===== config.mk =====
export PLATFORM = sky130hd
export DESIGN_NAME = spm_top
export DESIGN_NICKNAME = d
export VERILOG_FILES = /design/src/spm_pkg.sv /design/src/spm_bitrate.sv /design/src/spm_top.sv
export SDC_FILE = /design/constraint.sdc
export NUM_CORES = 1
export LEC_CHECK = 0
export BUFFER_PORTS_ARGS = -buffer_cell sky130_fd_sc_hd__buf_2
export CAP_MARGIN = 20
export CORE_MARGIN = 2
export CORE_UTILIZATION = 48
export DETAILED_ROUTE_END_ITERATION = 10
export PLACE_DENSITY = 0.71
export SLEW_MARGIN = 20
export SYNTH_ARGS = -nofsm -noshare
export SYNTH_HDL_FRONTEND = slang
export SYNTH_SLANG_ARGS = --single-unit

===== constraint.sdc =====
create_clock -name aclk -period 4.6 [get_ports aclk]
set_input_delay 0.92 -clock aclk [delete_from_list [all_inputs] [get_ports aclk]]
set_output_delay 0.92 -clock aclk [all_outputs]
set_load 0.02 [all_outputs]

===== src/spm_pkg.sv =====
`default_nettype none

package spm_pkg;

  // ==========================================================
  // Bus geometry and counter widths
  localparam int unsigned ADDR_W = 8;
  localparam int unsigned DATA_W = 32;
  localparam int unsigned WORD_W = 8;
  localparam int unsigned DIV_W  = 7;
  localparam int unsigned LEN_W  = 8;
  localparam int unsigned EDGE_W = 5;

  // ==========================================================
  // Register byte addresses
  localparam logic [ADDR_W-1:0] OFS_CONTROL = 8'h00;
  localparam logic [ADDR_W-1:0] OFS_CONFIG  = 8'h04;
  localparam logic [ADDR_W-1:0] OFS_DIVISOR = 8'h08;
  localparam logic [ADDR_W-1:0] OFS_TXDATA  = 8'h0c;
  localparam logic [ADDR_W-1:0] OFS_RXDATA  = 8'h10;
  localparam logic [ADDR_W-1:0] OFS_STATUS  = 8'h14;

  // ==========================================================
  // Field positions
  localparam int unsigned CTL_MASTER_BIT = 2;
  localparam int unsigned CTL_PHASE_BIT  = 3;
  localparam int unsigned CFG_POL_BIT    = 6;
  localparam int unsigned STS_BUSY_BIT   = 0;
  localparam int unsigned STS_DONE_BIT   = 1;

  // ==========================================================
  // Reset values and codes
  localparam logic [DATA_W-1:0] CONTROL_RST = 32'h0000_0000;
  localparam logic [DATA_W-1:0] CONFIG_RST  = 32'h0000_0000;
  localparam logic [DIV_W-1:0]  DIVISOR_RST = 7'h00;
  localparam logic [WORD_W-1:0] WORD_RST    = 8'h00;
  localparam logic [1:0]        RESP_OKAY   = 2'h0;
  localparam logic [1:0]        RESP_SLVERR = 2'h2;

  // ==========================================================
  // Divider limits
  localparam logic [DIV_W-1:0]  DIV_MIN_RAW = 7'h03;
  localparam logic [LEN_W-1:0]  RATIO_MIN   = 8'h04;
  localparam logic [LEN_W-1:0]  LEN_ONE     = 8'h01;
  localparam logic [LEN_W-1:0]  LEN_TWO     = 8'h02;
  localparam logic [EDGE_W-1:0] EDGE_ONE    = 5'h01;
  localparam logic [EDGE_W-1:0] EDGE_LAST   = 5'h10;

  typedef enum logic [1:0] {
    SPM_IDLE = 2'b01,
    SPM_XFER = 2'b10
  } spm_state_t;

endpackage : spm_pkg

`default_nettype wire


===== src/spm_bitrate.sv =====
`default_nettype none

module spm_bitrate (
  input  wire logic                       aclk,
  input  wire logic                       aresetn,
  input  wire logic                       run,
  input  wire logic [spm_pkg::DIV_W-1:0]  divisor,
  output var  logic                       tick
);

  // ==========================================================
  // Phase lengths
  logic [spm_pkg::LEN_W-1:0] ratio;
  logic [spm_pkg::LEN_W-1:0] short_len;
  logic [spm_pkg::LEN_W-1:0] long_len;
  logic [spm_pkg::LEN_W-1:0] len;
  logic [spm_pkg::LEN_W-1:0] cnt_q;
  logic                      long_q;

  always_comb begin
    ratio = (divisor < spm_pkg::DIV_MIN_RAW) ? spm_pkg::RATIO_MIN
          : ({1'b0, divisor} + spm_pkg::LEN_ONE);
    // Odd ratio: long half first, short half second
    short_len = ratio >> 1;
    long_len  = ratio - short_len;
    len       = long_q ? long_len : short_len;
  end

  // ==========================================================
  // Counter; tick registered one cycle early so the user acts on the wrap
  always_ff @(posedge aclk) begin
    if (!aresetn || !run) begin
      cnt_q  <= '0;
      long_q <= 1'b1;
      tick   <= 1'b0;
    end else begin
      tick <= (cnt_q == len - spm_pkg::LEN_TWO);
      if (cnt_q == len - spm_pkg::LEN_ONE) begin
        cnt_q  <= '0;
        long_q <= ~long_q;
      end else begin
        cnt_q <= cnt_q + spm_pkg::LEN_ONE;
      end
    end
  end

endmodule : spm_bitrate

`default_nettype wire


===== src/spm_top.sv =====
// Our own choices: the register addresses and the AXI4-Lite slave port.
`default_nettype none

module spm_top (
  input  wire logic                        aclk,
  input  wire logic                        aresetn,
  input  wire logic [spm_pkg::ADDR_W-1:0]  s_axi_awaddr,
  input  wire logic [2:0]                  s_axi_awprot,
  input  wire logic                        s_axi_awvalid,
  output var  logic                        s_axi_awready,
  input  wire logic [spm_pkg::DATA_W-1:0]  s_axi_wdata,
  input  wire logic [3:0]                  s_axi_wstrb,
  input  wire logic                        s_axi_wvalid,
  output var  logic                        s_axi_wready,
  output var  logic [1:0]                  s_axi_bresp,
  output var  logic                        s_axi_bvalid,
  input  wire logic                        s_axi_bready,
  input  wire logic [spm_pkg::ADDR_W-1:0]  s_axi_araddr,
  input  wire logic [2:0]                  s_axi_arprot,
  input  wire logic                        s_axi_arvalid,
  output var  logic                        s_axi_arready,
  output var  logic [spm_pkg::DATA_W-1:0]  s_axi_rdata,
  output var  logic [1:0]                  s_axi_rresp,
  output var  logic                        s_axi_rvalid,
  input  wire logic                        s_axi_rready,
  output var  logic                        serial_bit_clock,
  output var  logic                        master_out_line,
  input  wire logic                        master_in_line,
  output var  logic                        slave_select_strobe_n
);

  // ==========================================================
  // Registers and state
  logic [spm_pkg::DATA_W-1:0] control_q;
  logic [spm_pkg::DATA_W-1:0] config_q;
  logic [spm_pkg::DIV_W-1:0]  divisor_q;
  logic [spm_pkg::WORD_W-1:0] tx_shift_q;
  logic [spm_pkg::WORD_W-1:0] rx_shift_q;
  logic [spm_pkg::WORD_W-1:0] rx_data_q;
  logic                       done_q;
  logic                       run_q;
  logic [spm_pkg::EDGE_W-1:0] edge_q;
  spm_pkg::spm_state_t        state_q;
  logic                       tick;
  logic                       miso_meta_q;
  logic                       miso_sync_q;

  logic                       aw_got_q;
  logic                       w_got_q;
  logic [spm_pkg::ADDR_W-1:0] awaddr_q;
  logic [spm_pkg::DATA_W-1:0] wdata_q;
  logic                       wstrb0_q;
  logic                       wr_fire;
  logic                       wr_ok;
  logic                       start;
  logic                       clear_done;
  logic                       word_end;
  logic                       polarity;
  logic [spm_pkg::DATA_W-1:0] rd_val;
  logic                       rd_ok;

  assign polarity = config_q[spm_pkg::CFG_POL_BIT];
  assign wr_fire  = aw_got_q && w_got_q && !s_axi_bvalid;

  always_comb begin
    wr_ok = (awaddr_q == spm_pkg::OFS_CONTROL) || (awaddr_q == spm_pkg::OFS_CONFIG)
         || (awaddr_q == spm_pkg::OFS_DIVISOR) || (awaddr_q == spm_pkg::OFS_TXDATA)
         || (awaddr_q == spm_pkg::OFS_STATUS);
  end

  assign start = wr_fire && wstrb0_q && (awaddr_q == spm_pkg::OFS_TXDATA)
              && (state_q == spm_pkg::SPM_IDLE)
              && control_q[spm_pkg::CTL_MASTER_BIT]
              && !control_q[spm_pkg::CTL_PHASE_BIT];
  assign clear_done = wr_fire && wstrb0_q && (awaddr_q == spm_pkg::OFS_STATUS)
                   && wdata_q[spm_pkg::STS_DONE_BIT];
  assign word_end = (state_q == spm_pkg::SPM_XFER) && tick
                 && (edge_q == spm_pkg::EDGE_LAST);

  // ==========================================================
  // Write channel: address and data taken in either order
  always_ff @(posedge aclk) begin
    if (!aresetn) begin
      aw_got_q      <= 1'b0;
      s_axi_awready <= 1'b1;
      awaddr_q      <= '0;
    end else if (s_axi_awvalid && s_axi_awready) begin
      aw_got_q      <= 1'b1;
      s_axi_awready <= 1'b0;
      awaddr_q      <= s_axi_awaddr;
    end else if (s_axi_bvalid && s_axi_bready) begin
      aw_got_q      <= 1'b0;
      s_axi_awready <= 1'b1;
    end
  end

  always_ff @(posedge aclk) begin
    if (!aresetn) begin
      w_got_q      <= 1'b0;
      s_axi_wready <= 1'b1;
      wdata_q      <= '0;
      wstrb0_q     <= 1'b0;
    end else if (s_axi_wvalid && s_axi_wready) begin
      w_got_q      <= 1'b1;
      s_axi_wready <= 1'b0;
      wdata_q      <= s_axi_wdata;
      wstrb0_q     <= s_axi_wstrb[0];
    end else if (s_axi_bvalid && s_axi_bready) begin
      w_got_q      <= 1'b0;
      s_axi_wready <= 1'b1;
    end
  end

  always_ff @(posedge aclk) begin
    if (!aresetn) begin
      s_axi_bvalid <= 1'b0;
      s_axi_bresp  <= spm_pkg::RESP_OKAY;
    end else if (wr_fire) begin
      s_axi_bvalid <= 1'b1;
      s_axi_bresp  <= wr_ok ? spm_pkg::RESP_OKAY : spm_pkg::RESP_SLVERR;
    end else if (s_axi_bready) begin
      s_axi_bvalid <= 1'b0;
    end
  end

  // Only byte lane 0 carries live fields
  always_ff @(posedge aclk) begin
    if (!aresetn) begin
      control_q <= spm_pkg::CONTROL_RST;
      config_q  <= spm_pkg::CONFIG_RST;
      divisor_q <= spm_pkg::DIVISOR_RST;
    end else if (wr_fire && wstrb0_q) begin
      if (awaddr_q == spm_pkg::OFS_CONTROL) begin
        control_q <= {24'h00_0000, wdata_q[7:0]};
      end else if (awaddr_q == spm_pkg::OFS_CONFIG) begin
        config_q <= {24'h00_0000, wdata_q[7:0]};
      end else if (awaddr_q == spm_pkg::OFS_DIVISOR) begin
        divisor_q <= wdata_q[spm_pkg::DIV_W-1:0];
      end
    end
  end

  // ==========================================================
  // Read channel
  always_comb begin
    rd_val = '0;
    rd_ok  = 1'b1;
    if (s_axi_araddr == spm_pkg::OFS_CONTROL) begin
      rd_val = control_q;
    end else if (s_axi_araddr == spm_pkg::OFS_CONFIG) begin
      rd_val = config_q;
    end else if (s_axi_araddr == spm_pkg::OFS_DIVISOR) begin
      rd_val[spm_pkg::DIV_W-1:0] = divisor_q;
    end else if (s_axi_araddr == spm_pkg::OFS_TXDATA) begin
      rd_val[spm_pkg::WORD_W-1:0] = tx_shift_q;
    end else if (s_axi_araddr == spm_pkg::OFS_RXDATA) begin
      rd_val[spm_pkg::WORD_W-1:0] = rx_data_q;
    end else if (s_axi_araddr == spm_pkg::OFS_STATUS) begin
      rd_val[spm_pkg::STS_BUSY_BIT] = (state_q == spm_pkg::SPM_XFER);
      rd_val[spm_pkg::STS_DONE_BIT] = done_q;
    end else begin
      rd_ok = 1'b0;
    end
  end

  always_ff @(posedge aclk) begin
    if (!aresetn) begin
      s_axi_arready <= 1'b1;
      s_axi_rvalid  <= 1'b0;
      s_axi_rdata   <= '0;
      s_axi_rresp   <= spm_pkg::RESP_OKAY;
    end else if (s_axi_arvalid && s_axi_arready) begin
      s_axi_arready <= 1'b0;
      s_axi_rvalid  <= 1'b1;
      s_axi_rdata   <= rd_val;
      s_axi_rresp   <= rd_ok ? spm_pkg::RESP_OKAY : spm_pkg::RESP_SLVERR;
    end else if (s_axi_rvalid && s_axi_rready) begin
      s_axi_rvalid  <= 1'b0;
      s_axi_arready <= 1'b1;
    end
  end

  // ==========================================================
  // Input synchroniser; adds two clocks of latency to the sample
  always_ff @(posedge aclk) begin
    if (!aresetn) begin
      miso_meta_q <= 1'b0;
      miso_sync_q <= 1'b0;
    end else begin
      miso_meta_q <= master_in_line;
      miso_sync_q <= miso_meta_q;
    end
  end

  // ==========================================================
  // Bit rate divider
  spm_bitrate u_bitrate (
    .aclk    (aclk),
    .aresetn (aresetn),
    .run     (run_q),
    .divisor (divisor_q),
    .tick    (tick)
  );

  // ==========================================================
  // Word engine: ticks at even edge_q launch, at odd edge_q sample, edge_q 16 ends the word
  always_ff @(posedge aclk) begin
    if (!aresetn) begin
      state_q               <= spm_pkg::SPM_IDLE;
      run_q                 <= 1'b0;
      edge_q                <= '0;
      tx_shift_q            <= spm_pkg::WORD_RST;
      rx_shift_q            <= spm_pkg::WORD_RST;
      serial_bit_clock      <= 1'b0;
      master_out_line       <= 1'b0;
      slave_select_strobe_n <= 1'b1;
    end else begin
      case (state_q)
        spm_pkg::SPM_IDLE: begin
          serial_bit_clock <= polarity;
          if (start) begin
            state_q               <= spm_pkg::SPM_XFER;
            run_q                 <= 1'b1;
            edge_q                <= '0;
            tx_shift_q            <= wdata_q[spm_pkg::WORD_W-1:0];
            master_out_line       <= wdata_q[spm_pkg::WORD_W-1];
            slave_select_strobe_n <= 1'b0;
          end
        end
        spm_pkg::SPM_XFER: begin
          if (tick) begin
            edge_q <= edge_q + spm_pkg::EDGE_ONE;
            if (word_end) begin
              state_q               <= spm_pkg::SPM_IDLE;
              run_q                 <= 1'b0;
              slave_select_strobe_n <= 1'b1;
            end else if (!edge_q[0]) begin
              // Leaves idle level: rising at polarity 0
              serial_bit_clock <= ~polarity;
              master_out_line  <= tx_shift_q[spm_pkg::WORD_W-1];
            end else begin
              serial_bit_clock <= polarity;
              rx_shift_q <= {rx_shift_q[spm_pkg::WORD_W-2:0], miso_sync_q};
              tx_shift_q <= {tx_shift_q[spm_pkg::WORD_W-2:0], 1'b0};
            end
          end
        end
        default: begin
          state_q <= spm_pkg::SPM_IDLE;
        end
      endcase
    end
  end

  // Completion flag: a new word beats a same-cycle clear
  always_ff @(posedge aclk) begin
    if (!aresetn) begin
      done_q    <= 1'b0;
      rx_data_q <= spm_pkg::WORD_RST;
    end else if (word_end) begin
      done_q    <= 1'b1;
      rx_data_q <= rx_shift_q;
    end else if (clear_done) begin
      done_q <= 1'b0;
    end
  end

endmodule : spm_top

`default_nettype wire

Yosys cells after proc, flatten, opt, wreduce, memory -nomap -nowiden
Cells that the tools add are included.
- muxes and demuxes: 61
- bitwise gates (word level): 5
- order comparisons: 1
- add/sub/neg operators: 6
- reduce and logical (&&, ||, !) cells: 44
- equality and inequality tests: 20
- operator list (operator ; number):
    $mux 8 ; 9
    $mux 1 ; 34
    $eq 8x4->1 const B ; 4
    $eq 8x5->1 const B ; 3
    $eq 8x3->1 const B ; 2
    $eq 8x8->1 ; 2
    $logic_and 1x1->1 ; 16
    $logic_not 8->1 ; 2
    $pmux 8 s2 ; 1
    $mux 2 ; 7
    $reduce_and 3->1 ; 4
    $reduce_and 4->1 ; 3
    $reduce_bool 2->1 ; 6
    $mux 5 ; 2
    $ne 2x2->1 const B ; 5
    $pmux 5 s2 ; 1
    $reduce_and 5->1 ; 2
    $add 7x1->8 const B ; 1
    $add 8x1->8 const B ; 1
    $pmux 1 s2 ; 4
    $sub 8x1->8 const B ; 1
    $sub 8x2->8 const B ; 1
    $sub 8x7->8 ; 1
    $lt 7x2->1 const B ; 1
    13 further kinds ; 24
- bits of input ports: 66
- bits in registers: 131

Logic depth before layout (Yosys ltp)
Gate-level depths: netlist of the first run.
- depth after elaboration: 9
- mapped depth: 17
- mapped depth without buffers: 16

By module
From an unflattened synthesis of the first run, not the netlist that was laid out.
- cell total of the unflattened synthesis: 711
- area total of the unflattened synthesis: 5843.1 um^2
- modules (own cells, without submodules) (module ; times used ; area an instance (um^2) ; seq. area each (um^2) ; cells each):
    spm_top ; 1 ; 4217.8 ; 1901.8 ; 494
    spm_bitrate ; 1 ; 1625.3 ; 200.2 ; 217

Worst setup path before layout of the first run
No wires, ideal clock.
- path kind: register to register
- from: reg divisor_q[6] in the netlist's numbering
- to: reg u_bitrate.cnt_q[2] in the netlist's numbering
- stages on the path, launching flop included: 18
- setup slack: 0.784 ns
- period minus slack after synthesis: 3.816 ns
- buffers on the path: 1
- data required time: 4.473 ns
- data arrival time: 3.689 ns
- path through: dfxtp_1 buf_6 or4_4 nor2_8 or2_2 ha_1 inv_1 ha_1 and2_1 a2bb2oi_1 and3_1 a2111oi_2 a221oi_4 nor4b_2 xnor2_1 o211ai_1 o211ai_2 nor2_1
- word-level cells in the longest chain between the ends: 7
- elaborated cells on any way between the ends: 8
- those cells by class: 3 x add/sub; 1 x order compare; 1 x eq/ne; 2 x mux; 1 x reduce/logical
- ends and longest elaborated chain (item ; line ; source):
    from (decl) ; spm_top.sv:36 ; logic [spm_pkg::DIV_W-1:0] divisor_q;
    from (signal assigned) ; spm_top.sv:131 ; divisor_q <= spm_pkg::DIVISOR_RST;
    from (signal assigned) ; spm_top.sv:138 ; divisor_q <= wdata_q[spm_pkg::DIV_W-1:0];
    $add 7x1->8 or $lt 7x2->1 (tied branches) ; spm_bitrate.sv:22, spm_bitrate.sv:21 ;
    $mux 8 * ; spm_bitrate.sv:21 ; ratio = (divisor < spm_pkg::DIV_MIN_RAW) ? spm_pkg::RATIO_MIN
    $sub 8x7->8 ; spm_bitrate.sv:25 ; long_len = ratio - short_len;
    $mux 8 * ; spm_bitrate.sv:26 ; len = long_q ? long_len : short_len;
    $sub 8x1->8 * ; spm_bitrate.sv:38 ; if (cnt_q == len - spm_pkg::LEN_ONE) begin
    $eq 8x8->1 * ; spm_bitrate.sv:38 ;
    $reduce_or 2->1 (no line) * ; - ;
    to (signal assigned) ; spm_bitrate.sv:42 ; cnt_q <= cnt_q + spm_pkg::LEN_ONE;
    to (decl) ; spm_bitrate.sv:17 ; logic [spm_pkg::LEN_W-1:0] cnt_q;
Every way passes the cells marked *; elsewhere a longest branch is shown, timed or not.
A chain may end at the register's enable or synchronous reset.

Worst setup path in the final report of the first run
- from: reg divisor_q[2] in the netlist's numbering
- to: reg u_bitrate.cnt_q[1] in the netlist's numbering
The elaborated chain is that of the path after synthesis.

==> flow_metrics.tcl, run 1 <==
set metrics [dict create \
    worst_slew_pin_slew_ns 0.920 \
    dr.pass1.iters 5 \
    synth_cell_types 74 \
    synth.top_cell.area_share_pct 36.3 \
    syn_inst 678 \
    rsz0062_at_grt "false" \
    root_buffer "clkbuf_16" \
    die_w_um 114 \
    fin_nets 789 \
    core_area_um2 11900 \
    setup_slack_ns 0.370 \
    timing.final.crit_share_pct 92.0 \
    endpoint_kind "register" \
    htreeDepth 3 \
    fin_setup_tns_ns 0 \
    hpwl_mm 9.34 \
    path_cells "or4_4, nor2_8, or2_2, ha_1, inv_1, ha_1, and2_1, a2bb2oi_1, and3_1, a21o_1, a221oi_4, nor2_1, and4_1, o211ai_1, o211ai_2, nor2_1" \
    fill_cells 1106 \
    route.detailed.drc 0 \
    cts_inserted_buffers 9 \
    drt_iter0_drc 260 \
    slew_violations 0 \
    yosys.area.top_type "dfxtp_1" \
    vdd_drop_max_uv 243 \
    cts_buffer_depth 2 \
    hp-class "reg2reg" \
    grt_max_degree 49 \
    worst_hold_slack_ns 0.439 \
    multiInputGateArea_um2 3390 \
    crit_slowest_cell "or4_4" \
    crit_required_ns 4.87 \
    crit_type "reg2reg" \
    antenna_found_initial 0 \
    cp-start-kind "register" \
    cts_tree "done" \
    drv_cap 0 \
    drive_gt1_share_pct 14.0 \
    arrival_ns 4.50 \
    postCtsHoldBufs 0 \
    p_leak_nw 2.73 \
    min_period_ns 4.23 \
    dieArea_um2 13000 \
    netlist_area_um2 5790 \
    ant_nets 0 \
    clkTransAtPathRegs_ns 0.07 \
    cp_max_fo 8 \
    slew_headroom_pct 38.7 \
    regArea_um2 2100 \
    clk_latency_ns 0.34 \
    fmax_mhz 236 \
    grt_use_total_pct 20.1 \
    synth_top_cells_by_area "dfxtp_1, mux2i_1, nor2_1" \
    dp_slack_ns 0.319 \
    synth-seq-cells 105 \
    gp_congestion 0.884 \
    grt-ovfl-total 0 \
    avgSynthCellArea_um2 8.54 \
    status "complete, no violations" \
    power_w 0.00221 \
    vias_per_cell 5.52 \
    grt_pass1_vias 4455 \
    setup_viol 0 \
    num_rows 40 \
    start_util_pct 48.6 \
    port_buffers 50 \
    drt_wl_total_mm 12.6 \
    antennaDiodeCount 0 \
    die_h_um 114 \
    hold_viol_final 0 \
    crit_path_max_incr_delay_ns 0.57 \
    vias 4753 \
    async_reset_ff_share_pct 0 \
    cts_sinks 105 \
    synth_edf_count 0 \
    powerDensity_nw_per_um2 350 \
    seq_area_frac_synth_pct 36.3 \
    area_growth_pct 9.09 \
    synth_ff_type "dfxtp_1" \
    io_pins 110 \
    yosysWarnings 0 \
    grt_pass1_wl_mm 21.2 \
    skew_ns 0.00951 \
    wire_per_inst_um 14.7 \
]
[metal layers]
metal  part of all wire, %  GRT usage [%]  vias to the layer above
met5                     0              0                        -
met4                  0.96           6.26                        0
met3                   4.0           3.77                        9
met2                    49           34.5                      115
met1                    46           25.7                     2235
li1                      -              -                     2394
[synth_stat cells (all sizes together) (13+ instances only)]
cell type and count:
dfxtp 105, nor2 101, nand2 65, mux2i 58, a21oi 38, buf 34
clkbuf 25, o21ai 22, inv 16, nand3 16, xor2 16, xnor2 15
ha 14, and2 13
[cell usage in the layout, fill, tap and decap left out, types with 9 or more instances in the layout]
cell       Yosys  routed
nor2_1        99      99
nand3_1       16      16
dfxtp_1      105     105
conb_1         1      26
xnor2_1       15      15
nand2_1       65      65
a21oi_1       38      38
a22o_1         9       9
a211oi_1      11      11
buf_2          4      50
mux2i_1       57      57
o21ai_0       19      19
and2_1        12      12
inv_1         15      14
xor2_1        15      15
ha_1          14      13
clkbuf_16      0       9
nor3_1         9       9
[final timing paths]
path / end / slack, ns / from / cells after the start
worst max-delay path: u_bitrate.cnt_q[1]$_SDFF_PP0_ / 0.37 / divisor_q[2]$_SDFFE_PN0P_ / 16
worst min-delay path: miso_sync_q$_SDFF_PN0_ / 0.44 / miso_meta_q$_SDFF_PN0_ / 1
worst max register to register: u_bitrate.cnt_q[1]$_SDFF_PP0_ / 0.37 / divisor_q[2]$_SDFFE_PN0P_ / 16
worst min register to register: miso_sync_q$_SDFF_PN0_ / 0.44 / miso_meta_q$_SDFF_PN0_ / 1
[report_power, final]
part | leakage [nW] | internal, W | switching, W | total, W
clock | 0.148 | 0.000428 | 0.000347 | 0.000775
sequential | 0.854 | 0.000977 | 0.0000579 | 0.00103
combinational | 1.73 | 0.000147 | 0.000253 | 0.000401
[worst max-delay path, delay by kind of cell (launching register included)]
family                   cells  cell delay (ns)
buffers and inverters        1             0.07
flip-flops                   1             0.35
adder cells (fa/ha/maj)      2             0.48
AND/OR/NAND/NOR              8             1.86
AO/OA/AOI/OAI                5             1.38
[stage by stage]
stage          instance area [um^2]  cells  util, %
3_3_place_gp                   6020    845     50.5
2_1_floorplan                  5890    703        -
3_5_place_dp                   6020    845     50.5
6_report                       6320    861     53.1
4_1_cts                        6320    861     53.0
5_1_grt                        6320    861     53.1
[cell type report]
class / instances / area share (%)
clock buffers: 9 / 3.56
inverters: 17 / 1.01
multi-input cells: 522 / 53.6
flip-flops and latches: 105 / 33.3
repair buffers: 54 / 4.43
well taps: 147 / 2.91
clock inverters: 7 / 1.21
[repair_timing]
| item | 4_1_cts | 5_1_grt |
|---|---|---|
| setup endpoints to repair | 0 | 8 |
| buffers inserted | 0 | 0 |
| gates resized for setup | 0 | 1 |
[cells by family (layout without fill, tap and decap cells)]
family / Yosys count / after routing / share of synthesized area (%)
adders and majority gates: 14 / 14 / 3.02
xor gates and xnor gates: 31 / 31 / 4.82
muxes: 65 / 65 / 11.4
and+or+nand+nor: 251 / 251 / 20.6
buffers and inverters: 76 / 87 / 6.89
AOI/OAI and AO/OA: 135 / 135 / 16.9
DFF: 105 / 105 / 36.3
other: 1 / 26 / 0.0647
Power figures use the tool's default switching activity.
==> run 2: changes to the inputs <==
- BUFFER_PORTS_ARGS: -buffer_cell sky130_fd_sc_hd__buf_2 -> -buffer_cell sky130_fd_sc_hd__buf_4
==> run 2 against run 1 <==
Effect of this change:
- non-clock buffer count up 1
- clock power decreased by 4.6%
- worst setup slack better by 0.030 ns
- hold slack gained 0.0021 ns
- clock skew up 0.0025 ns
- fmax increased by 0.71%
- cell area grew 1.9%
- global-route usage grew 0.27 points
- cell count up 0.12%
- core utilization is 1.0 points higher
- die area is the same
- critical path type unchanged
==> flow_metrics.tcl, run 2 (synthesis gave the netlist of run 1 again) <==
set metrics [dict create \
    status "complete, no violations" \
    start_util_pct 48.6 \
    regArea_um2 2100 \
    multiInputGateArea_um2 3390 \
    crit_type "reg2reg" \
    die_h_um 114 \
    timing.final.crit_share_pct 91.3 \
    fmax_mhz 238 \
    powerDensity_nw_per_um2 341 \
    clk_latency_ns 0.35 \
    htreeDepth 3 \
    endpoint_kind "register" \
    dieArea_um2 13000 \
    drive_gt1_share_pct 14.1 \
    min_period_ns 4.20 \
    grt_max_degree 58 \
    grt_use_total_pct 20.4 \
    ant_nets 0 \
    grtUsageMet3_pct 3.45 \
    layout_common_cells "dfxtp_1, nor2_1, nand2_1" \
    vdd_drop_max_uv 264 \
    core_area_um2 11900 \
    route.detailed.drc 0 \
    fin_cells 862 \
    cts_inserted_buffers 9 \
    drv_cap 0 \
    postCtsHoldBufs 0 \
    drt_wl_total_mm 12.7 \
    clkTransAtPathRegs_ns 0.07 \
    grt-busiest-layer "met2" \
    grt_pass1_wl_mm 21.4 \
    setup_slack_ns 0.399 \
    power_w 0.00219 \
    post-cts-setup-buffer-count 0 \
    slew_headroom_pct 37.2 \
    setup_viol 0 \
    area_growth_pct 11.2 \
    use_met2_pct 34.3 \
    crit_required_ns 4.83 \
    skew_ns 0.0120 \
    dp_slack_ns 0.307 \
    grt_use_met1_pct 26.7 \
    antenna_found_initial 0 \
    hold_viol_final 0 \
    cp_max_fo 12 \
    crit_path_max_incr_delay_ns 0.53 \
    crit_slowest_cell "dfxtp_1" \
    cp-start-kind "register" \
    rsz0062_at_grt "false" \
    antennaDiodeCount 0 \
    cts_tree "done" \
    dr.pass1.iters 4 \
    port_buffers 50 \
    io_pins 110 \
    cts_sinks 105 \
    fill_cells 1108 \
    hp-class "reg2reg" \
    fin_nets 790 \
    gp_congestion 0.912 \
    grt-ovfl-total 0 \
    dp_cells 846 \
    die_w_um 114 \
    mostFrequentLayoutCell "dfxtp_1" \
    grt_pass1_vias 4404 \
    root_buffer "clkbuf_16" \
    num_rows 40 \
    postCtsResizedCells 0 \
    cts_buffer_depth 2 \
    p_leak_nw 2.76 \
    fin_setup_tns_ns 0 \
    path_cells "ha_2, nand2_1, xnor2_1, ha_1, a21o_1, or3_1, o32ai_1, mux2i_2, xor2_2, and4_1, o211ai_1, o211ai_2, nor2_1" \
    slew_violations 0 \
    wire_per_inst_um 14.7 \
    drt_iter0_drc 236 \
    worst_slew_pin_slew_ns 0.940 \
    hpwl_mm 9.44 \
    arrival_ns 4.43 \
    worst_hold_slack_ns 0.441 \
    vias_per_cell 5.43 \
    vias 4678 \
]
==> run 2: critical path: cells and delay by family (launching register included) <==
kind                     cells  cell delay [ns]
XOR/XNOR                     2             0.61
adder cells (fa/ha/maj)      2             0.78
AND/OR/NAND/NOR              4             0.71
AO/OA/AOI/OAI                4             1.12
flip-flops                   1             0.53
multiplexers                 1             0.33
==> run 2: power breakdown <==
group | internal [W] | total (W) | switching [W] | leakage [nW]
clock | 0.000389 | 0.000739 | 0.000349 | 0.139
sequential | 0.000977 | 0.00104 | 0.0000595 | 0.854
combinational | 0.000164 | 0.000419 | 0.000255 | 1.77
total | 0.00153 | 0.00219 | 0.000664 | 2.76
==> run 2: layout make-up <==
type                       instances  share of cell area (%)
clock buffer                      10                    3.71
clock inverter                     6                   0.796
inverter                          17                   0.991
multi-input combinational        522                    52.6
sequential                       105                    32.6
tap                              147                    2.86
timing repair buffer              55                    6.41
==> run 2: through the flow <==
| stage | util [%] | cell area, um^2 |
|---|---|---|
| global route | 54.1 | 6440 |
| floorplan | - | 5890 |
| global placement | 51.6 | 6150 |
| detailed placement | 51.6 | 6150 |
| CTS | 54.1 | 6440 |
| finish | 54.1 | 6440 |
==> run 2: final timing paths <==
check	startpoint	endpoint	slack, ns	depth (start not counted)
max reg2reg	divisor_q[1]$_SDFFE_PN0P_	u_bitrate.cnt_q[5]$_SDFF_PP0_	0.40	13
max	divisor_q[1]$_SDFFE_PN0P_	u_bitrate.cnt_q[5]$_SDFF_PP0_	0.40	13
min	miso_meta_q$_SDFF_PN0_	miso_sync_q$_SDFF_PN0_	0.44	1
min reg2reg	miso_meta_q$_SDFF_PN0_	miso_sync_q$_SDFF_PN0_	0.44	1
==> run 2: routing by layer <==
layer	part of all wire [%]	up-vias	wire length [um]
met5	0	-	0
met4	1.1	0	144
met3	3.0	10	380
met2	49	69	6200
met1	47	2217	5990
li1	-	2382	-
==> run 3: changes to the inputs <==
- CORE_ASPECT_RATIO: not set -> 1.5
- RECOVER_POWER: not set -> 50
==> run 3 against run 2 <==
Effect of this change:
- sequential cell count is the same
- sequential power about the same
- via count grew 3.0%
- first-iteration DRC count down 15%
- largest cell class unchanged
- critical path depth up 3
- largest power group unchanged
- register-to-register slack worse by 0.07 ns
- die area rose by 0.14%
- clock-buffer cell count fell by 1
==> flow_metrics.tcl, run 3 (synthesis gave the netlist of run 1 again) <==
set metrics [dict create \
    drive_gt1_share_pct 11.1 \
    status "complete, no violations" \
    clkTransAtPathRegs_ns 0.07 \
    slew_headroom_pct 39.4 \
    cts_tree "done" \
    crit_required_ns 4.88 \
    start_util_pct 48.7 \
    mostFrequentLayoutCell "dfxtp_1" \
    switching_share_pct 30.8 \
    pwr-share-comb_pct 18.7 \
    dp_cells 852 \
    p_leak_nw 2.68 \
    hp-class "reg2reg" \
    die_h_um 139 \
    cts_sinks 105 \
    vdd_drop_max_uv 242 \
    fin_nets 790 \
    hold_viol_final 0 \
    cp-start-kind "register" \
    fin_util_pct 53.5 \
    power_w 0.00217 \
    wire_per_inst_um 15.5 \
    crit_type "reg2reg" \
    root_buffer "clkbuf_16" \
    fmax_mhz 234 \
    dieArea_um2 13000 \
    arrival_ns 4.56 \
    cts_buffer_depth 2 \
    antennaDiodeCount 0 \
    intPower_w 0.00150 \
    drt_iter0_drc 200 \
    ant_nets 0 \
    area_growth_pct 9.76 \
    min_period_ns 4.28 \
    fin_setup_tns_ns 0 \
    postCtsResizedCells 0 \
    drv_cap 0 \
    postCtsHoldBufs 0 \
    slew_violations 0 \
    dr.pass1.iters 5 \
    io_pins 110 \
    skew_ns 0.00685 \
    p_clk_share_pct 33.4 \
    setup_viol 0 \
    clk_latency_ns 0.35 \
    grt_max_degree 66 \
    die_w_um 93.7 \
    worst_slew_pin_slew_ns 0.909 \
    gp_congestion 0.885 \
    vias_per_cell 5.56 \
    route.detailed.drc 0 \
    power.switching_w 0.000667 \
    endpoint_kind "register" \
    powerDensity_nw_per_um2 341 \
    fin_cells 867 \
    cp_max_fo 8 \
    grt_use_total_pct 21.1 \
    grt-ovfl-total 0 \
    drt_wl_total_mm 13.5 \
    vias 4818 \
    port_buffers 50 \
    post-cts-setup-buffer-count 0 \
    p_seq_share_pct 47.9 \
    num_rows 49 \
    rsz0062_at_grt "false" \
    cts_inserted_buffers 9 \
    hpwl_mm 10.2 \
    timing.final.crit_share_pct 92.9 \
    grt_pass1_vias 4615 \
    layout_common_cells "dfxtp_1, nor2_1, nand2_1" \
    antenna_found_initial 0 \
    core_area_um2 11900 \
    grt_pass1_wl_mm 22.2 \
    htreeDepth 3 \
]
## run 3: cell types whose count changed in the layout (fill, tap and decap cells not counted), moves of 2 or more
cell	before	now
buf_4	55	35
clkinvlp_4	2	0
inv_6	0	2
clkbuf_1	0	20
## run 3: path summary, 6_finish.rpt
kind / from / endpoint / slack [ns] / depth (start not counted)
setup / recovery: divisor_q[6]$_SDFFE_PN0P_ / u_bitrate.cnt_q[7]$_SDFF_PP0_ / 0.32 / 16
hold / removal: miso_meta_q$_SDFF_PN0_ / miso_sync_q$_SDFF_PN0_ / 0.45 / 1
setup reg to reg: divisor_q[6]$_SDFFE_PN0P_ / u_bitrate.cnt_q[7]$_SDFF_PP0_ / 0.32 / 16
hold reg to reg: miso_meta_q$_SDFF_PN0_ / miso_sync_q$_SDFF_PN0_ / 0.45 / 1
## run 3: critical path, cell delays in order (launching register included)
cell       delay, ns
dfxtp_1         0.40
or4_4           0.62
nor2_8          0.18
or2_2           0.13
ha_1            0.22
inv_1           0.06
ha_1            0.24
and2_1          0.18
a2bb2oi_1       0.14
and3_1          0.22
a21o_1          0.21
a221oi_4        0.46
nor2_1          0.19
and4_1          0.23
o211ai_1        0.29
o211ai_2        0.23
nor2_1          0.19
## run 3: metrics by stage
stage	cell area, um^2	setup WS [ns]	hold slack (ns)
after floorplan	5890	0.784	0.408
after global placement	6160	0.452	0.419
after detailed placement	6160	0.353	0.436
after CTS	6430	0.352	0.453
after global routing	6360	0.0106	0.472
final	6360	0.325	0.448
## run 3: power by group through the flow
stage          clock [W]  combinational, W  sequential [W]
5_1_grt         0.000775          0.000455         0.00105
6_report        0.000724          0.000404         0.00104
2_1_floorplan          0          0.000312         0.00106
3_3_place_gp           0          0.000405         0.00106
4_1_cts         0.000734          0.000418         0.00104
3_5_place_dp           0          0.000416         0.00106
## run 3: layout make-up
class	instances	area, um^2
clock buffer	9	225
clock inverter	6	51.3
fill	1171	5540
inverter	17	65.1
multi-input combinational	522	3390
sequential	105	2100
tap	153	191
timing repair buffer	55	338
## run 3: layer usage
layer / wire length, um / track usage (%)
met5: 0 / 0
met2: 7390 / 38.5
met4: 291 / 7.17
met3: 387 / 3.48
met1: 5400 / 24.3
